File: config.mk
export PLATFORM = sky130hd
export DESIGN_NAME = adc_request_sequencer
export DESIGN_NICKNAME = d
export VERILOG_FILES = /design/src/rtl/adc_seq_pkg.sv /design/src/rtl/adc_request_sequencer.sv /design/src/rtl/conv_timer.sv /design/src/rtl/result_store.sv
export SDC_FILE = /design/constraint.sdc
export NUM_CORES = 1
export LEC_CHECK = 0
export BUFFER_PORTS_ARGS = -buffer_cell sky130_fd_sc_hd__buf_2
export CORE_MARGIN = 8
export CORE_UTILIZATION = 35
export CTS_CLUSTER_SIZE = 40
export DETAILED_ROUTE_END_ITERATION = 16
export HOLD_SLACK_MARGIN = 0.03
export PLACE_DENSITY = 0.55
export SLEW_MARGIN = 20
export SYNTH_ARGS = -nofsm -noshare
export SYNTH_HDL_FRONTEND = slang
export SYNTH_SLANG_ARGS = --single-unit
File: constraint.sdc
create_clock -name i_sys_clk -period 3.15 [get_ports i_sys_clk]
set_input_delay 0.4725 -clock i_sys_clk [delete_from_list [all_inputs] [get_ports i_sys_clk]]
set_output_delay 0.4725 -clock i_sys_clk [all_outputs]
set_load 0.1 [all_outputs]
File: src/rtl/adc_seq_pkg.sv
// Constants shared by the conversion request sequencer.
// Assumes a 125 MHz system clock; analog timing is derived from it.
package adc_seq_pkg;
  localparam int SYS_PERIOD_NS = 8;
  localparam int FAST_WAKE_NS = 1000;
  localparam int SLOW_WAKE_NS = 10000;
  // Longest wait rounds down to whole cycles
  localparam int WAKE_FAST_CYC = FAST_WAKE_NS / SYS_PERIOD_NS;
  localparam int WAKE_SLOW_CYC = SLOW_WAKE_NS / SYS_PERIOD_NS;
  localparam int WAKE_W = 11;
  localparam int CH_W = 4;
  localparam int DATA_W = 10;
  localparam int RES_W = 12;
  localparam int NUM_RES = 8;
  localparam int RIDX_W = 3;
  localparam int WORD_W = CH_W + RES_W;
  localparam int MUX_W = 3;
  localparam logic [4:0] CONV_BASE_10 = 5'h0D;
  localparam logic [4:0] CONV_BASE_8 = 5'h0B;
  localparam logic [1:0] SYS_TAIL = 2'h2;
  localparam logic [1:0] IRQ_ON_RESULT = 2'h0;
  localparam logic [1:0] IRQ_ON_LIMIT = 2'h1;
  localparam logic [1:0] IRQ_ON_SCAN_END = 2'h2;
  typedef enum logic [1:0] {SRC_NONE, SRC_INS, SRC_PAR, SRC_QUE} src_t;
  typedef enum logic [2:0] {ST_OFF, ST_WAKE, ST_ARB, ST_CONV, ST_STORE} state_t;
endpackage : adc_seq_pkg

File: src/rtl/adc_request_sequencer.sv
// Request sequencer for one successive-approximation converter.
// Assumes the analog core returns its result by the end of the timed window.
`timescale 1ns/1ps
module adc_request_sequencer #(
  parameter int NUM_CH = 11,
  parameter int NUM_CH_B = 5,
  parameter int STC_W = 8,
  parameter int DIV_W = 8,
  parameter int QDEPTH = 4,
  parameter int QP_W = 2
) (
  input wire logic i_sys_clk,
  input wire logic i_arst_n,
  input wire logic [STC_W-1:0] i_sample_time_count,
  input wire logic [DIV_W-1:0] i_analog_clk_div,
  input wire logic i_mode_8bit,
  input wire logic i_slow_wake,
  input wire logic [3:0] i_trig_src,
  input wire logic [1:0] i_par_trig_sel,
  input wire logic [1:0] i_que_trig_sel,
  input wire logic [NUM_CH-1:0] i_par_mask,
  input wire logic [1:0] i_par_prio,
  input wire logic [1:0] i_que_prio,
  input wire logic i_que_push,
  input wire logic [3:0] i_que_chan,
  output logic o_que_full,
  input wire logic i_insert_req,
  input wire logic [3:0] i_insert_chan,
  input wire logic i_sync_slave,
  input wire logic i_sync_start,
  output logic o_sync_start,
  input wire logic i_ext_mux_en,
  input wire logic [3:0] i_ext_mux_chan,
  output logic [2:0] o_ext_mux_sel,
  output logic o_ana_pwr_on,
  output logic [3:0] o_ana_chan,
  output logic o_ana_start,
  input wire logic [9:0] i_ana_result,
  input wire logic i_fifo_en,
  input wire logic [7:0] i_wfr_en,
  input wire logic [1:0] i_acc_count,
  input wire logic [11:0] i_lim_lo,
  input wire logic [11:0] i_lim_hi,
  input wire logic [1:0] i_irq_sel,
  input wire logic i_rd_en,
  input wire logic [2:0] i_rd_idx,
  output logic [15:0] o_rd_data,
  output logic o_rd_valid,
  output logic o_irq,
  output logic o_limit_evt,
  output logic o_transfer_req,
  input wire logic [NUM_CH-1:0] i_port_a_digital_input_disable,
  input wire logic [NUM_CH-1:0] i_pin_a,
  output logic [NUM_CH-1:0] o_din_a,
  input wire logic [NUM_CH_B-1:0] i_port_b_digital_input_disable,
  input wire logic [NUM_CH_B-1:0] i_pin_b,
  output logic [NUM_CH_B-1:0] o_din_b
);
  localparam int CW = adc_seq_pkg::CH_W;
  localparam int RW = adc_seq_pkg::RES_W;
  localparam int IW = adc_seq_pkg::RIDX_W;
  localparam int WW = adc_seq_pkg::WAKE_W;

  adc_seq_pkg::state_t state;
  adc_seq_pkg::src_t cur_src;
  logic [adc_seq_pkg::WAKE_W-1:0] wake_cnt;
  logic [3:0] trig_q;
  logic [NUM_CH-1:0] par_pend;
  logic ins_pend;
  logic [CW-1:0] ins_chan;
  logic que_armed;
  logic [CW-1:0] q_mem [QDEPTH];
  logic [QP_W-1:0] q_wr;
  logic [QP_W-1:0] q_rd;
  logic [QP_W:0] q_cnt;
  logic [RW-1:0] acc_sum;
  logic [1:0] acc_n;
  logic [RW-1:0] res_val;
  logic [IW-1:0] fifo_ptr;
  logic [adc_seq_pkg::NUM_RES-1:0] res_valid;
  logic conv_done;
  logic [CW-1:0] par_chan;

  // Trigger edges from the selected event lines
  wire logic par_trig = i_trig_src[i_par_trig_sel] & ~trig_q[i_par_trig_sel];
  wire logic que_trig = i_trig_src[i_que_trig_sel] & ~trig_q[i_que_trig_sel];

  always_comb begin
    par_chan = '0;
    for (int i = NUM_CH - 1; i >= 0; i--) begin
      if (par_pend[i]) begin
        par_chan = CW'(i);
      end
    end
  end

  wire logic [NUM_CH-1:0] below_mask = NUM_CH'((1 << par_chan) - 1);
  wire logic q_empty = (q_cnt == '0);
  wire logic [CW-1:0] que_head = q_mem[q_rd];
  wire logic par_req = |par_pend;
  wire logic que_req = que_armed && !q_empty;
  wire logic any_req = ins_pend | par_req | que_req;
  wire logic sync_ok = !i_sync_slave || i_sync_start;
  wire logic arb_go = (state == adc_seq_pkg::ST_ARB) && any_req && sync_ok;
  // Insert outranks both sources; equal priority favours the parallel scan
  wire logic par_wins = par_req && (!que_req || i_par_prio >= i_que_prio);
  wire logic grant_ins = arb_go && ins_pend;
  wire logic grant_par = arb_go && !ins_pend && par_wins;
  wire logic grant_que = arb_go && !ins_pend && !par_wins;
  wire logic [CW-1:0] grant_chan = ins_pend ? ins_chan : (par_wins ? par_chan : que_head);
  wire logic q_push = i_que_push && !o_que_full;
  wire logic [NUM_CH-1:0] par_clr = grant_par ? (NUM_CH'(1) << par_chan) : '0;
  wire logic [NUM_CH-1:0] next_par = (par_pend & ~par_clr) | (par_trig ? i_par_mask : '0);
  wire logic [adc_seq_pkg::WAKE_W-1:0] wake_len = i_slow_wake
    ? WW'(adc_seq_pkg::WAKE_SLOW_CYC)
    : WW'(adc_seq_pkg::WAKE_FAST_CYC);

  // Accumulation and limit check
  wire logic [RW-1:0] acc_total = acc_sum + {{(RW - adc_seq_pkg::DATA_W){1'b0}}, i_ana_result};
  wire logic acc_last = (acc_n == i_acc_count);
  wire logic lim_out = (res_val < i_lim_lo) || (res_val > i_lim_hi);
  // Chained registers fill in turn; otherwise the channel picks the slot
  wire logic [IW-1:0] res_idx = i_fifo_en ? fifo_ptr : o_ana_chan[IW-1:0];
  wire logic blocked = i_wfr_en[res_idx] & res_valid[res_idx];
  wire logic res_we = (state == adc_seq_pkg::ST_STORE) && !blocked;
  wire logic scan_end = (cur_src == adc_seq_pkg::SRC_PAR) && !par_req;
  wire logic irq_hit = (i_irq_sel == adc_seq_pkg::IRQ_ON_RESULT)
    || (i_irq_sel == adc_seq_pkg::IRQ_ON_LIMIT && lim_out)
    || (i_irq_sel == adc_seq_pkg::IRQ_ON_SCAN_END && scan_end);
  wire logic mux_step = res_we && i_ext_mux_en && o_ana_chan == i_ext_mux_chan;

  conv_timer #(
    .STC_W(STC_W),
    .DIV_W(DIV_W)
  ) u_timer (
    .i_sys_clk(i_sys_clk),
    .i_arst_n(i_arst_n),
    .i_start(o_ana_start),
    .i_mode_8bit(i_mode_8bit),
    .i_stc(i_sample_time_count),
    .i_div(i_analog_clk_div),
    .o_done(conv_done)
  );

  result_store #(
    .NUM(adc_seq_pkg::NUM_RES),
    .IDX_W(IW),
    .W(adc_seq_pkg::WORD_W)
  ) u_store (
    .i_sys_clk(i_sys_clk),
    .i_arst_n(i_arst_n),
    .i_we(res_we),
    .i_widx(res_idx),
    .i_wdata({o_ana_chan, res_val}),
    .i_re(i_rd_en),
    .i_ridx(i_rd_idx),
    .o_rdata(o_rd_data),
    .o_valid(res_valid)
  );

  // Request sources
  always_ff @(posedge i_sys_clk or negedge i_arst_n) begin
    if (!i_arst_n) begin
      trig_q <= '0;
      par_pend <= '0;
      ins_pend <= 1'b0;
      ins_chan <= '0;
      que_armed <= 1'b0;
      q_wr <= '0;
      q_rd <= '0;
      q_cnt <= '0;
      o_que_full <= 1'b0;
    end else begin
      trig_q <= i_trig_src;
      par_pend <= next_par;
      // A new insert request beats the grant clearing the old one
      ins_pend <= (ins_pend & ~grant_ins) | i_insert_req;
      if (i_insert_req) begin
        ins_chan <= i_insert_chan;
      end
      if (que_trig) begin
        que_armed <= 1'b1;
      end else if (q_empty) begin
        que_armed <= 1'b0;
      end
      if (q_push) begin
        q_wr <= q_wr + 1'b1;
      end
      if (grant_que) begin
        q_rd <= q_rd + 1'b1;
      end
      q_cnt <= q_cnt + (q_push ? 1'b1 : 1'b0) - (grant_que ? 1'b1 : 1'b0);
      o_que_full <= (q_cnt + (q_push ? 1'b1 : 1'b0) - (grant_que ? 1'b1 : 1'b0)) == (QP_W+1)'(QDEPTH);
    end
  end

  always_ff @(posedge i_sys_clk) begin
    if (q_push) begin
      q_mem[q_wr] <= i_que_chan;
    end
  end

  // Conversion sequencing and power control
  always_ff @(posedge i_sys_clk or negedge i_arst_n) begin
    if (!i_arst_n) begin
      state <= adc_seq_pkg::ST_OFF;
      cur_src <= adc_seq_pkg::SRC_NONE;
      wake_cnt <= '0;
      o_ana_pwr_on <= 1'b0;
      o_ana_chan <= '0;
      o_ana_start <= 1'b0;
      o_sync_start <= 1'b0;
      acc_sum <= '0;
      acc_n <= '0;
      res_val <= '0;
    end else begin
      o_ana_start <= 1'b0;
      o_sync_start <= 1'b0;
      case (state)
        adc_seq_pkg::ST_OFF: begin
          if (any_req) begin
            o_ana_pwr_on <= 1'b1;
            wake_cnt <= wake_len;
            state <= adc_seq_pkg::ST_WAKE;
          end
        end
        adc_seq_pkg::ST_WAKE: begin
          if (wake_cnt == '0) begin
            state <= adc_seq_pkg::ST_ARB;
          end else begin
            wake_cnt <= wake_cnt - 1'b1;
          end
        end
        adc_seq_pkg::ST_ARB: begin
          if (!any_req) begin
            o_ana_pwr_on <= 1'b0;
            state <= adc_seq_pkg::ST_OFF;
          end else if (arb_go) begin
            o_ana_chan <= grant_chan;
            o_ana_start <= 1'b1;
            o_sync_start <= 1'b1;
            cur_src <= grant_ins ? adc_seq_pkg::SRC_INS
                     : (grant_par ? adc_seq_pkg::SRC_PAR : adc_seq_pkg::SRC_QUE);
            state <= adc_seq_pkg::ST_CONV;
          end
        end
        adc_seq_pkg::ST_CONV: begin
          // Nothing aborts a running conversion
          if (conv_done) begin
            if (acc_last) begin
              res_val <= acc_total;
              acc_sum <= '0;
              acc_n <= '0;
              state <= adc_seq_pkg::ST_STORE;
            end else begin
              acc_sum <= acc_total;
              acc_n <= acc_n + 1'b1;
              state <= adc_seq_pkg::ST_ARB;
            end
          end
        end
        adc_seq_pkg::ST_STORE: begin
          if (!blocked) begin
            state <= adc_seq_pkg::ST_ARB;
          end
        end
        default: begin
          state <= adc_seq_pkg::ST_OFF;
        end
      endcase
    end
  end

  // Result events, read status, digital inputs
  always_ff @(posedge i_sys_clk or negedge i_arst_n) begin
    if (!i_arst_n) begin
      fifo_ptr <= '0;
      o_ext_mux_sel <= '0;
      o_irq <= 1'b0;
      o_limit_evt <= 1'b0;
      o_transfer_req <= 1'b0;
      o_rd_valid <= 1'b0;
      o_din_a <= '0;
      o_din_b <= '0;
    end else begin
      o_irq <= res_we && irq_hit;
      o_limit_evt <= res_we && lim_out;
      o_transfer_req <= res_we;
      if (res_we && i_fifo_en) begin
        fifo_ptr <= fifo_ptr + 1'b1;
      end
      if (mux_step) begin
        o_ext_mux_sel <= o_ext_mux_sel + 1'b1;
      end
      if (i_rd_en) begin
        o_rd_valid <= res_valid[i_rd_idx];
      end
      o_din_a <= i_pin_a & ~i_port_a_digital_input_disable;
      o_din_b <= i_pin_b & ~i_port_b_digital_input_disable;
    end
  end

  logic [15:0] pwr_age;
  always_ff @(posedge i_sys_clk or negedge i_arst_n) begin
    if (!i_arst_n) begin
      pwr_age <= '0;
    end else if (!o_ana_pwr_on) begin
      pwr_age <= '0;
    end else if (pwr_age != 16'hFFFF) begin
      pwr_age <= pwr_age + 1'b1;
    end
  end

  a_off_unpowered: assert property (@(posedge i_sys_clk) disable iff (!i_arst_n)
    (state == adc_seq_pkg::ST_OFF) |-> !o_ana_pwr_on)
    else $error("analog powered while idle");
  a_wake_first: assert property (@(posedge i_sys_clk) disable iff (!i_arst_n)
    o_ana_start |-> pwr_age >= 16'(wake_len) + 16'h2)
    else $error("start before wake-up elapsed");
  a_insert_wins: assert property (@(posedge i_sys_clk) disable iff (!i_arst_n)
    (arb_go && ins_pend) |=> cur_src == adc_seq_pkg::SRC_INS && o_ana_chan == $past(ins_chan))
    else $error("insert not granted first");
  a_par_lowest: assert property (@(posedge i_sys_clk) disable iff (!i_arst_n)
    grant_par |-> (par_pend & below_mask) == '0)
    else $error("parallel order broken");
  a_queue_head: assert property (@(posedge i_sys_clk) disable iff (!i_arst_n)
    grant_que |=> o_ana_chan == $past(que_head) && o_ana_start)
    else $error("queue order broken");
  a_no_abort: assert property (@(posedge i_sys_clk) disable iff (!i_arst_n)
    (state == adc_seq_pkg::ST_CONV && !conv_done) |=> state == adc_seq_pkg::ST_CONV)
    else $error("conversion abandoned");
  a_wfr_hold: assert property (@(posedge i_sys_clk) disable iff (!i_arst_n)
    res_we |-> !(i_wfr_en[res_idx] && res_valid[res_idx]))
    else $error("unread result overwritten");
  a_din_gate: assert property (@(posedge i_sys_clk) disable iff (!i_arst_n)
    1'b1 |=> o_din_a == $past(i_pin_a & ~i_port_a_digital_input_disable))
    else $error("digital input gate wrong");
endmodule : adc_request_sequencer

File: src/rtl/conv_timer.sv
// Conversion timer: analog clock divider plus sample and convert phases.
// Assumes i_start is a one-cycle pulse issued only while idle.
`timescale 1ns/1ps
module conv_timer #(
  parameter int STC_W = 8,
  parameter int DIV_W = 8
) (
  input wire logic i_sys_clk,
  input wire logic i_arst_n,
  input wire logic i_start,
  input wire logic i_mode_8bit,
  input wire logic [STC_W-1:0] i_stc,
  input wire logic [DIV_W-1:0] i_div,
  output logic o_done
);
  logic busy;
  logic [STC_W:0] ticks;
  logic [DIV_W-1:0] div_cnt;
  logic [1:0] tail;
  // Analog period is i_div+1 system clocks
  wire logic [STC_W:0] base = i_mode_8bit ? (STC_W+1)'(adc_seq_pkg::CONV_BASE_8)
                                           : (STC_W+1)'(adc_seq_pkg::CONV_BASE_10);
  wire logic [STC_W:0] load = base + {1'b0, i_stc};
  wire logic tick_end = (div_cnt == '0);

  always_ff @(posedge i_sys_clk or negedge i_arst_n) begin
    if (!i_arst_n) begin
      busy <= 1'b0;
      ticks <= '0;
      div_cnt <= '0;
      tail <= '0;
      o_done <= 1'b0;
    end else begin
      o_done <= 1'b0;
      if (i_start) begin
        busy <= 1'b1;
        ticks <= load;
        div_cnt <= i_div;
        tail <= adc_seq_pkg::SYS_TAIL;
      end else if (busy && ticks != '0) begin
        div_cnt <= tick_end ? i_div : div_cnt - 1'b1;
        if (tick_end) begin
          ticks <= ticks - 1'b1;
        end
      end else if (busy) begin
        tail <= tail - 1'b1;
        if (tail == 2'h1) begin
          busy <= 1'b0;
          o_done <= 1'b1;
        end
      end
    end
  end

  logic [19:0] elapsed;
  logic [19:0] expect_cyc;
  always_ff @(posedge i_sys_clk or negedge i_arst_n) begin
    if (!i_arst_n) begin
      elapsed <= '0;
      expect_cyc <= '0;
    end else if (i_start) begin
      elapsed <= '0;
      // Widen before multiplying so long sample counts cannot wrap the product
      expect_cyc <= 20'(load) * (20'(i_div) + 20'h1) + 20'h2;
    end else if (busy) begin
      elapsed <= elapsed + 1'b1;
    end
  end

  a_conv_length: assert property (@(posedge i_sys_clk) disable iff (!i_arst_n)
    o_done |-> elapsed == expect_cyc)
    else $error("conversion length wrong");
endmodule : conv_timer

File: src/rtl/result_store.sv
// Eight result words with valid flags; read data come from a register.
// A read clears the valid flag unless a write hits the same word.
`timescale 1ns/1ps
module result_store #(
  parameter int NUM = 8,
  parameter int IDX_W = 3,
  parameter int W = 16
) (
  input wire logic i_sys_clk,
  input wire logic i_arst_n,
  input wire logic i_we,
  input wire logic [IDX_W-1:0] i_widx,
  input wire logic [W-1:0] i_wdata,
  input wire logic i_re,
  input wire logic [IDX_W-1:0] i_ridx,
  output logic [W-1:0] o_rdata,
  output logic [NUM-1:0] o_valid
);
  logic [W-1:0] mem [NUM];
  logic [NUM-1:0] next_valid;

  for (genvar g = 0; g < NUM; g++) begin : g_ent
    wire logic wr = i_we && i_widx == IDX_W'(g);
    wire logic rd = i_re && i_ridx == IDX_W'(g);
    // Write beats a clearing read in the same cycle
    assign next_valid[g] = wr | (o_valid[g] & ~rd);
    always_ff @(posedge i_sys_clk) begin
      if (wr) begin
        mem[g] <= i_wdata;
      end
    end
  end

  always_ff @(posedge i_sys_clk or negedge i_arst_n) begin
    if (!i_arst_n) begin
      o_valid <= '0;
      o_rdata <= '0;
    end else begin
      o_valid <= next_valid;
      if (i_re) begin
        o_rdata <= mem[i_ridx];
      end
    end
  end

  a_read_clears: assert property (@(posedge i_sys_clk) disable iff (!i_arst_n)
    (i_re && !(i_we && i_widx == i_ridx)) |=> !o_valid[$past(i_ridx)])
    else $error("read did not clear valid");
endmodule : result_store

---- Word-level counts from Yosys, hierarchy flattened ----
Memories as Yosys holds them, arrays and structs flattened. A register that Yosys moved wholly into a read port is not among the register bits.
Index checks and enable logic that the tools add are counted.
storage, ports and cells
  word-level logic and storage cells ...... 321
  output and inout bits ................... 47
  memories ................................ 2
  bits in writable memories ............... 144
  register bits ........................... 132
memories
  name         depth  width  read ports  clocked after memory_dff  wr ports  RTL line                     RTL
  u_store.mem  8      16     1           1                         1         result_store.sv:19           logic [W-1:0] mem [NUM];
  q_mem        4      4      1           0                         1         adc_request_sequencer.sv:72  logic [CW-1:0] q_mem [QDEPTH];
cells by class
  shift-type cells ........................ 1
  mux-type cells .......................... 113
  equal/unequal tests ..................... 33
  bitwise operators ....................... 41
  magnitude comparators ................... 7
  add/sub/neg operators ................... 13
  reductions and logical operators ........ 79
operator list
  operator                                                               count
  16-bit two-way mux                                                     7
  16-bit OR reduction                                                    7
  11-bit two-way mux                                                     5
  4-bit two-way mux                                                      13
  1-bit two-way mux                                                      50
  3-bit two-way mux                                                      16
  1-bit logical AND                                                      35
  3-bit equality test, second input constant                             10
  9-bit two-way mux                                                      3
  8-bit two-way mux                                                      3
  11-bit AND                                                             2
  11-bit NOT                                                             2
  11-bit one-hot mux with 2 select lines                                 1
  3-bit by 2-bit equality test with 1-bit output, second input constant  6
  3-bit one-hot mux with 5 select lines                                  1
  12-bit by 10-bit adder with 12-bit output                              1
  1-bit AND                                                              12
  12-bit greater-than comparator                                         1
  3-bit logical NOT                                                      4
  12-bit < comparator                                                    1
  12-bit two-way mux                                                     1
  2-bit inequality test, second input constant                           6
  3-bit AND reduction                                                    4
  2-bit nonzero test                                                     6
  38 further kinds                                                       90

---- Depth between registers and ports, before layout ----
Gate-level depths: netlist of run 1.
  word-level depth ........................ 17
  gate-level depth with buffers ........... 12
  depth with buffers taken out ............ 12

---- Modules after synthesis ----
Synthesis of run 1 repeated with hierarchy kept, for this count alone.
unflattened totals
  cells, all modules ...................... 1112
  area, all modules ....................... 13979.7 µm²
by module, submodules not included
  module                 times used  cells each  area each (µm²)  seq. area each (µm²)
  adc_request_sequencer  1           598         6418.7           3057.9
  result_store           1           355         6060.8           4444.3
  conv_timer             1           159         1500.2           525.5

---- Worst setup path after synthesis of run 1 ----
Ideal clock, no wire load.
  path kind ............................... register -> register
  from .................................... register o_ana_chan[1]
  to ...................................... memory u_store.mem[0][0], enable pin
  cell stages (with the launch flop) ...... 9
  path buffers ............................ 2
  setup slack ............................. -0.907 ns
  setup time .............................. 0.409 ns
  arrival time ............................ 3.648 ns
  cell sequence ........................... dfrtp_1 buf_2 or3b_1 a21oi_1 nor4b_2 a22oi_4 nand2_4 buf_6 nor3_1
RTL lines
  element                                     RTL line                      RTL
  start, declared                             adc_request_sequencer.sv:36   output logic [3:0] o_ana_chan,
  start signal, assigned                      adc_request_sequencer.sv:239  o_ana_chan <= grant_chan;
  3-bit two-way mux *                         adc_request_sequencer.sv:123  wire logic [IW-1:0] res_idx = i_fifo_en ? fifo_ptr : o_ana_chan[IW-1:0];
  1-bit binary-select mux with 3-bit select   adc_request_sequencer.sv:124  wire logic blocked = i_wfr_en[res_idx] & res_valid[res_idx];
  1-bit two-way mux (implied by the code)     adc_request_sequencer.sv:124
  1-bit AND                                   adc_request_sequencer.sv:124
  1-bit logical NOT                           n/a
  1-bit logical AND                           adc_request_sequencer.sv:125  wire logic res_we = (state == adc_seq_pkg::ST_STORE) && !blocked;
  1-bit logical AND *                         result_store.sv:23            wire logic wr = i_we && i_widx == IDX_W'(g);
  via u_store.g_ent[0].wr                     result_store.sv:23
  1-bit two-way mux *                         result_store.sv:28            if (wr) begin
  1-bit two-way mux (implied by the code) *   result_store.sv:29            mem[g] <= i_wdata;
  1-bit two-way mux (no line) * (7 in a row)  n/a
  end, declared                               result_store.sv:19
Mark *: on every way through the listed nets, which the timed path passes. The rest lies on a longest branch. The select of a mux whose other input is x is not followed.

---- Worst setup path after layout of run 1 ----
  from .................................... register par_pend[1]
  to ...................................... register o_que_full
on the way
  longest elaborated chain between the ends .. 10
ends and longest elaborated chain
  element                                        RTL line                      RTL
  start, declared                                adc_request_sequencer.sv:68   logic [NUM_CH-1:0] par_pend;
  start signal, assigned                         adc_request_sequencer.sv:175  par_pend <= next_par;
  11-bit OR reduction *                          adc_request_sequencer.sv:100  wire logic par_req = |par_pend;
  1-bit OR (2 in a row)                          adc_request_sequencer.sv:102  wire logic any_req = ins_pend | par_req | que_req;
  1-bit logical AND (2 in a row)                 adc_request_sequencer.sv:104  wire logic arb_go = (state == adc_seq_pkg::ST_ARB) && any_req && sync_ok;
  1-bit logical AND                              adc_request_sequencer.sv:109  wire logic grant_que = arb_go && !ins_pend && !par_wins;
  1-bit logical AND *                            adc_request_sequencer.sv:109
  via grant_que                                  adc_request_sequencer.sv:109
  1-bit two-way mux *                            adc_request_sequencer.sv:193  o_que_full <= (q_cnt + (q_push ? 1'b1 : 1'b0) - (grant_que ? 1'b1 : 1'b0)) == (QP_W+1)'(QDEPTH);
  3-bit by 1-bit subtractor with 3-bit output *  adc_request_sequencer.sv:193
  3-bit equality test *                          adc_request_sequencer.sv:193
  end signal, assigned                           adc_request_sequencer.sv:193
  end, declared                                  adc_request_sequencer.sv:26   output logic o_que_full,
Mark *: on every way through the listed nets, which the timed path passes. The rest lies on a longest branch.
A chain may end at the register's enable or synchronous reset.

==> impl_metrics.env, run 1 <==
export IMPL_ys_flop_type="dfrtp_1"
export IMPL_syn2layout_area_growth_pct=20.2
export IMPL_nets=1480
export IMPL_syn_avg_cell_area_um2=12.8
export IMPL_synth_cells=1070
export IMPL_drt_wl_total_um=32700
export IMPL_cts_max_level=2
export IMPL_routedWlPerCell_um=17.9
export IMPL_power_mw=8.73
export IMPL_post_dp_hpwl_um=24200
export IMPL_cp_data_arrival_time_ns=3.30
export IMPL_setup_slack_ns=0.261
export IMPL_cts_buffers_inserted=34
export IMPL_first_pass_iters=7
export IMPL_synth_seq_area_share=0.587
export IMPL_end_kind="flop"
export IMPL_die_width_um=214
export IMPL_critPathBufInv=1
export IMPL_setup_viol=0
export IMPL_rsz0062_at_grt="no"
export IMPL_power_density_nw_per_um2=531
export IMPL_worstPathCellList="nor4_2 > nand3_1 > o2111ai_1 > nor2_1 > ha_1 > inv_1 > ha_1 > fa_1 > xnor2_1 > nor3b_1"
export IMPL_register_area_um2=8030
export IMPL_timing_hold_ws_ns=0.0997
export IMPL_slew_viol_final=0
export IMPL_hp_class="in2reg"
export IMPL_setup_tns_ns=0
export IMPL_final_core_util=0.425
export IMPL_cts_tree="done"
export IMPL_grt_use_total=0.144
export IMPL_synth_edf_count=144
export IMPL_syn_nets=1266
export IMPL_ir_worst_vdd_mv=0.340
export IMPL_max_stage_delay_ns=0.44
export IMPL_placed_area_um2=15400
export IMPL_cap_violations=0
export IMPL_grt_pass1_wl_um=51800
export IMPL_dp_cells=1765
export IMPL_io_pins=190
export IMPL_cp_start_kind="flop"
export IMPL_drive_above_1_share=0.260
export IMPL_postRouteAntennaNets=0
export IMPL_relSlewSlack=0.361
export IMPL_outcome="completed"
export IMPL_post_route_min_period_ns=2.89
export IMPL_max_freq_mhz=346
export IMPL_ys_ff_latch=292
export IMPL_worst_ep_required_time_ns=3.56
export IMPL_core_um2=38600
export IMPL_die_height_um=214
export IMPL_cts_num_sinks=292
export IMPL_final_area_um2=16400
export IMPL_syn_area_um2=13700
export IMPL_start_util=0.354
export IMPL_cpLargestDelayFamily="simple AND/OR/NAND/NOR gates"
export IMPL_crit_path_top_delay_cell="dfrtp_1"
export IMPL_synthTopCellsByArea="edfxtp_1 32%, dfrtp_1 27%, mux4_2 6.4%"
export IMPL_clockBufferDepth=3
export IMPL_crit_top_cell="ha_1"
export IMPL_antenna_found_initial=2
export IMPL_vias=9087
export IMPL_p_leak_nw=7.26
export IMPL_yosys_warnings=0
export IMPL_critPathMaxFanout=7
export IMPL_place_congestion=0.805
export IMPL_initialDrtViolationCount=598
export IMPL_fin_worst_skew_ns=0.0242
export IMPL_worst_skew_pair_late_latency_ns=0.51
export IMPL_std_cell_rows=72
export IMPL_grt_max_degree=64
export IMPL_clk_pin_slew_worst_paths_ns=0.06
export IMPL_hold_viol=0
export IMPL_synth_distinct_cells=78
export IMPL_crit_type="reg2reg"
export IMPL_netlist_area_leader_share=0.316
export IMPL_via_per_inst=4.97
export IMPL_place_ws_ns=0.117
export IMPL_portBuffers=189
export IMPL_instances_no_fill=1830
export IMPL_async_reset_ff_frac=0.507
export IMPL_fin_crit_sh=0.917
export IMPL_fill_cells=3637
export IMPL_root_buffer="clkbuf_16"
export IMPL_multi_input_area_um2=5260
export IMPL_worst_pin_slew_ns=0.958
export IMPL_post_synth_top_area_cell="edfxtp_1"
export IMPL_grt_pass1_vias=9456
export IMPL_die_area_um2=45600
export IMPL_drcViolationCount=0
export IMPL_overflow=0
==> power breakdown <==
group | leakage (nW) | internal, mW | switching (mW)
Combinational | 3.33 | 0.301 | 0.579
Clock | 0.521 | 2.20 | 1.49
Sequential | 3.42 | 4.10 | 0.0535
Total | 7.26 | 6.60 | 2.13
==> cell families after synthesis <==
logic type	synth area share
flip-flops	0.587
AND/OR/NAND/NOR	0.111
AO/OA/AOI/OAI	0.108
buffers and inverters	0.0312
multiplexers	0.0921
adder cells (fa/ha/maj)	0.0501
XOR/XNOR	0.0211
==> sequential cells by signal (all words and copies together) (netlist names), 4 cells and up <==
signal,count
trig_q,4
o_din_a,11
u_timer.div_cnt,8
o_ana_chan,4
u_store.o_valid,8
u_store.o_rdata,16
q_mem,16
o_din_b,5
ins_chan,4
res_val,12
par_pend,11
wake_cnt,11
u_store.mem,128
acc_sum,12
u_timer.ticks,9
==> worst register-to-register path, stage by stage (launching register included) <==
cell and delay, ns:
dfrtp_1 0.44, nor4_2 0.37, nand3_1 0.28, o2111ai_1 0.31
nor2_1 0.12, ha_1 0.29, inv_1 0.04, ha_1 0.18
fa_1 0.38, xnor2_1 0.22, nor3b_1 0.20
==> metal layers <==
metal | part of all wire | routed length [µm] | track usage
met1 | 0.45 | 14800 | 0.192
met2 | 0.47 | 15500 | 0.233
met3 | 0.054 | 1770 | 0.0336
met4 | 0.022 | 704 | 0.0425
met5 | 0 | 0 | 0
==> layout make-up <==
type,instances,share of cell area
flip-flops and latches,292,0.488
multi-input cells,674,0.320
repair buffers,218,0.0736
clock buffers,47,0.0578
well taps,518,0.0394
inverters,64,0.0146
clock inverters,14,0.00601
diodes,3,0.000457
==> path summary, 6_finish.rpt <==
kind / from / to / slack [ns] / depth (start not counted)
max in group asynchronous: i_arst_n / o_ana_chan[0]$_DFFE_PN0P_ / 1.88 / 3
min: i_trig_src[2] / trig_q[2]$_DFF_PN0_ / 0.1 / 1
min reg2reg: acc_sum[3]$_DFFE_PN0P_ / acc_sum[3]$_DFFE_PN0P_ / 0.48 / 2
max reg2reg: par_pend[1]$_DFF_PN0_ / o_que_full$_DFF_PN0_ / 0.26 / 10
max: par_pend[1]$_DFF_PN0_ / o_que_full$_DFF_PN0_ / 0.26 / 10
min in group asynchronous: i_arst_n / u_store.o_rdata[7]$_DFFE_PN0P_ / 0.49 / 2
==> cell usage after synthesis, drive strengths merged (17+ instances only) <==
| cell | count |
|---|---|
| mux2i | 20 |
| inv | 64 |
| a21oi | 55 |
| nand2 | 84 |
| o31ai | 22 |
| dfrtp | 148 |
| nor2 | 53 |
| buf | 19 |
| nor3 | 23 |
| mux4 | 40 |
| ha | 50 |
| o21ai | 65 |
| clkbuf | 21 |
| edfxtp | 144 |
| nor2b | 27 |
| xnor2 | 17 |
| nand3 | 25 |
==> placed cells by master, fill, tap and decap left out, drive strengths merged, types with 9 or more instances in the layout <==
| cell type | count |
|---|---|
| nor3b | 11 |
| o31ai | 22 |
| o211ai | 9 |
| nand3 | 25 |
| a22o | 11 |
| nor2 | 53 |
| mux2 | 13 |
| clkinv | 11 |
| xnor2 | 17 |
| nor3 | 23 |
| buf | 217 |
| ha | 50 |
| o21ai | 65 |
| mux4 | 40 |
| xor2 | 16 |
| nand2b | 14 |
| mux2i | 20 |
| a21oi | 55 |
| a21o | 16 |
| nand2 | 84 |
| dfrtp | 148 |
| clkbuf | 47 |
| inv | 65 |
| nand4 | 9 |
| edfxtp | 144 |
| nor2b | 27 |
==> repair_timing <==
| item | CTS | global route |
|---|---|---|
| gates resized for setup | 0 | 1 |
| setup endpoints to repair | 0 | 1 |
| buffers inserted | 0 | 0 |
| hold endpoints to repair | 52 | 0 |
| hold buffers | 1 | 0 |
No activity file was read; power rests on OpenSTA's default activity.
==> run 2: changes to the inputs <==
CORE_ASPECT_RATIO = 1.5   (was not set)
==> run 2 against run 1 <==
- largest cell class unchanged
- sequential cell count unchanged
- setup slack lost 0.034 ns
- sequential share of layout area decreased by 0.25 points
- highest routed layer is now met5
==> impl_metrics.env, run 2 (synthesized netlist as in run 1, its figures left out) <==
export IMPL_top_regs="u_store.mem: 128 flops, q_mem: 16 flops, u_store.o_rdata: 16 flops"
export IMPL_max_freq_mhz=342
export IMPL_drive_above_1_share=0.252
export IMPL_largest_reg_flops=128
export IMPL_cts_tree="done"
export IMPL_post_route_min_period_ns=2.92
export IMPL_nets=1495
export IMPL_mostFrequentLayoutCells="188 x buf_2, 146 x dfrtp_1, 144 x edfxtp_1"
export IMPL_setup_tns_ns=0
export IMPL_clk_pin_slew_worst_paths_ns=0.07
export IMPL_start_util=0.355
export IMPL_first_pass_iters=6
export IMPL_drcViolationCount=0
export IMPL_postRouteAntennaNets=0
export IMPL_hp_class="in2reg"
export IMPL_top_register="u_store.mem"
export IMPL_crit_type="reg2reg"
export IMPL_vias=9198
export IMPL_r2r_setup_slack_ns=0.23
export IMPL_power_mw=8.66
export IMPL_r2r_cells=10
export IMPL_place_congestion=0.813
export IMPL_timing_hold_ws_ns=0.0571
export IMPL_p_leak_nw=7.30
export IMPL_crit_end="o_que_full$_DFF_PN0_"
export IMPL_routedWlPerCell_um=18.5
export IMPL_fin_crit_sh=0.928
export IMPL_final_core_util=0.429
export IMPL_power_density_nw_per_um2=524
export IMPL_worstSetupStartpoint="par_pend[5]$_DFF_PN0_"
export IMPL_cts_num_sinks=292
export IMPL_io_pins=190
export IMPL_cts_buffers_inserted=29
export IMPL_clockBufferDepth=3
export IMPL_outcome="completed"
export IMPL_grt_pass1_vias=9914
export IMPL_initialDrtViolationCount=492
export IMPL_syn2layout_area_growth_pct=20.9
export IMPL_root_buffer="clkbuf_16"
export IMPL_die_width_um=177
export IMPL_antenna_found_initial=6
export IMPL_post_dp_hpwl_um=24700
export IMPL_grt_max_degree=69
export IMPL_worst_skew_pair_late_latency_ns=0.57
export IMPL_die_height_um=258
export IMPL_worst_ep_required_time_ns=3.63
export IMPL_cts_max_level=1
export IMPL_ir_worst_vdd_mv=0.383
export IMPL_via_per_inst=5.05
export IMPL_critPathMaxFanout=6
export IMPL_worst_pin_slew_ns=0.896
export IMPL_setup_viol=0
export IMPL_rsz0062_at_grt="no"
export IMPL_std_cell_rows=88
export IMPL_hold_viol=0
export IMPL_grt_pass1_wl_um=53500
export IMPL_die_area_um2=45800
export IMPL_drt_wl_total_um=33600
export IMPL_cp_data_arrival_time_ns=3.41
export IMPL_worstPathCellList="nor4_2 > nand3_1 > o2111ai_1 > nor2_1 > ha_1 > inv_1 > ha_1 > fa_1 > xnor2_1 > nor3b_1"
export IMPL_max_stage_delay_ns=0.46
export IMPL_crit_top_cell="ha_1"
export IMPL_slew_viol_final=0
export IMPL_grt_use_total=0.146
export IMPL_cp_start_kind="flop"
export IMPL_crit_path_top_delay_cell="nor4_2"
export IMPL_fin_worst_skew_ns=0.0171
export IMPL_portBuffers=189
export IMPL_final_common_cell="buf_2"
export IMPL_core_um2=38500
export IMPL_cap_violations=0
export IMPL_end_kind="flop"
export IMPL_overflow=0
export IMPL_relSlewSlack=0.403
export IMPL_regToRegEndpoint="o_que_full$_DFF_PN0_"
export IMPL_rr_startpoint="par_pend[5]$_DFF_PN0_"
run 2: timing repair:
action                     CTS  global route
hold endpoints to repair    82             0
hold buffers                19             0
resized for setup            0             1
buffers inserted             0             0
setup endpoints to repair    0             1
run 2: per-stage QoR:
step | cell area (µm²) | std cells | setup slack [ns]
4_1_cts | 16500 | 1817 | 0.0900
2_1_floorplan | 13700 | 1070 | -0.0921
6_report | 16500 | 1820 | 0.227
5_1_grt | 16500 | 1819 | 0.0294
3_5_place_dp | 15300 | 1744 | 0.0915
3_3_place_gp | 15300 | 1744 | 0.260
run 2: layer usage:
layer  vias to the layer above  routed length, µm  track usage
met2                       222              17000        0.259
met3                        48               1890       0.0304
met1                      4481              13900        0.175
li1                       4441                  -            -
met4                         6                804       0.0443
met5                         -                 34            0
run 2: power breakdown:
| group | switching [mW] | total, mW | internal (mW) |
|---|---|---|---|
| clock | 1.51 | 3.62 | 2.11 |
| sequential | 0.0542 | 4.16 | 4.10 |
| combinational | 0.576 | 0.883 | 0.307 |
run 2: area by class of cell:
type                    instances  area, µm²
diodes                          3       7.51
clock buffers                  35        748
clock inverters                19        233
fillers                      3588      22000
inverters                      64        240
multi-input cells             674       5260
flip-flops and latches        292       8030
well taps                     495        619
repair buffers                238       1390
run 2: how the worst min path moves through the flow:
stage	from	to	slack, ns	depth (start not counted)
after detailed placement	cur_src[1]$_DFFE_PN0P_	cur_src[1]$_DFFE_PN0P_	0.47	2
final	i_port_a_digital_input_disable[1]	o_din_a[1]$_DFF_PN0_	0.06	2
after global placement	acc_sum[6]$_DFFE_PN0P_	acc_sum[6]$_DFFE_PN0P_	0.46	2
after global routing	i_port_a_digital_input_disable[1]	o_din_a[1]$_DFF_PN0_	0.04	2
after CTS	i_port_a_digital_input_disable[1]	o_din_a[1]$_DFF_PN0_	0.03	2
after floorplan	i_arst_n	acc_n[0]$_DFFE_PN0P_	0.18	0
run 2: worst max-delay path, delay by kind of cell, from the launching register on:
kind,cells,cell delay [ns]
AOI/OAI and AO/OA,1,0.31
xor gates and xnor gates,1,0.19
adders and majority gates,3,0.85
and+or+nand+nor,4,1.04
DFF,1,0.42
buffers and inverters,1,0.04
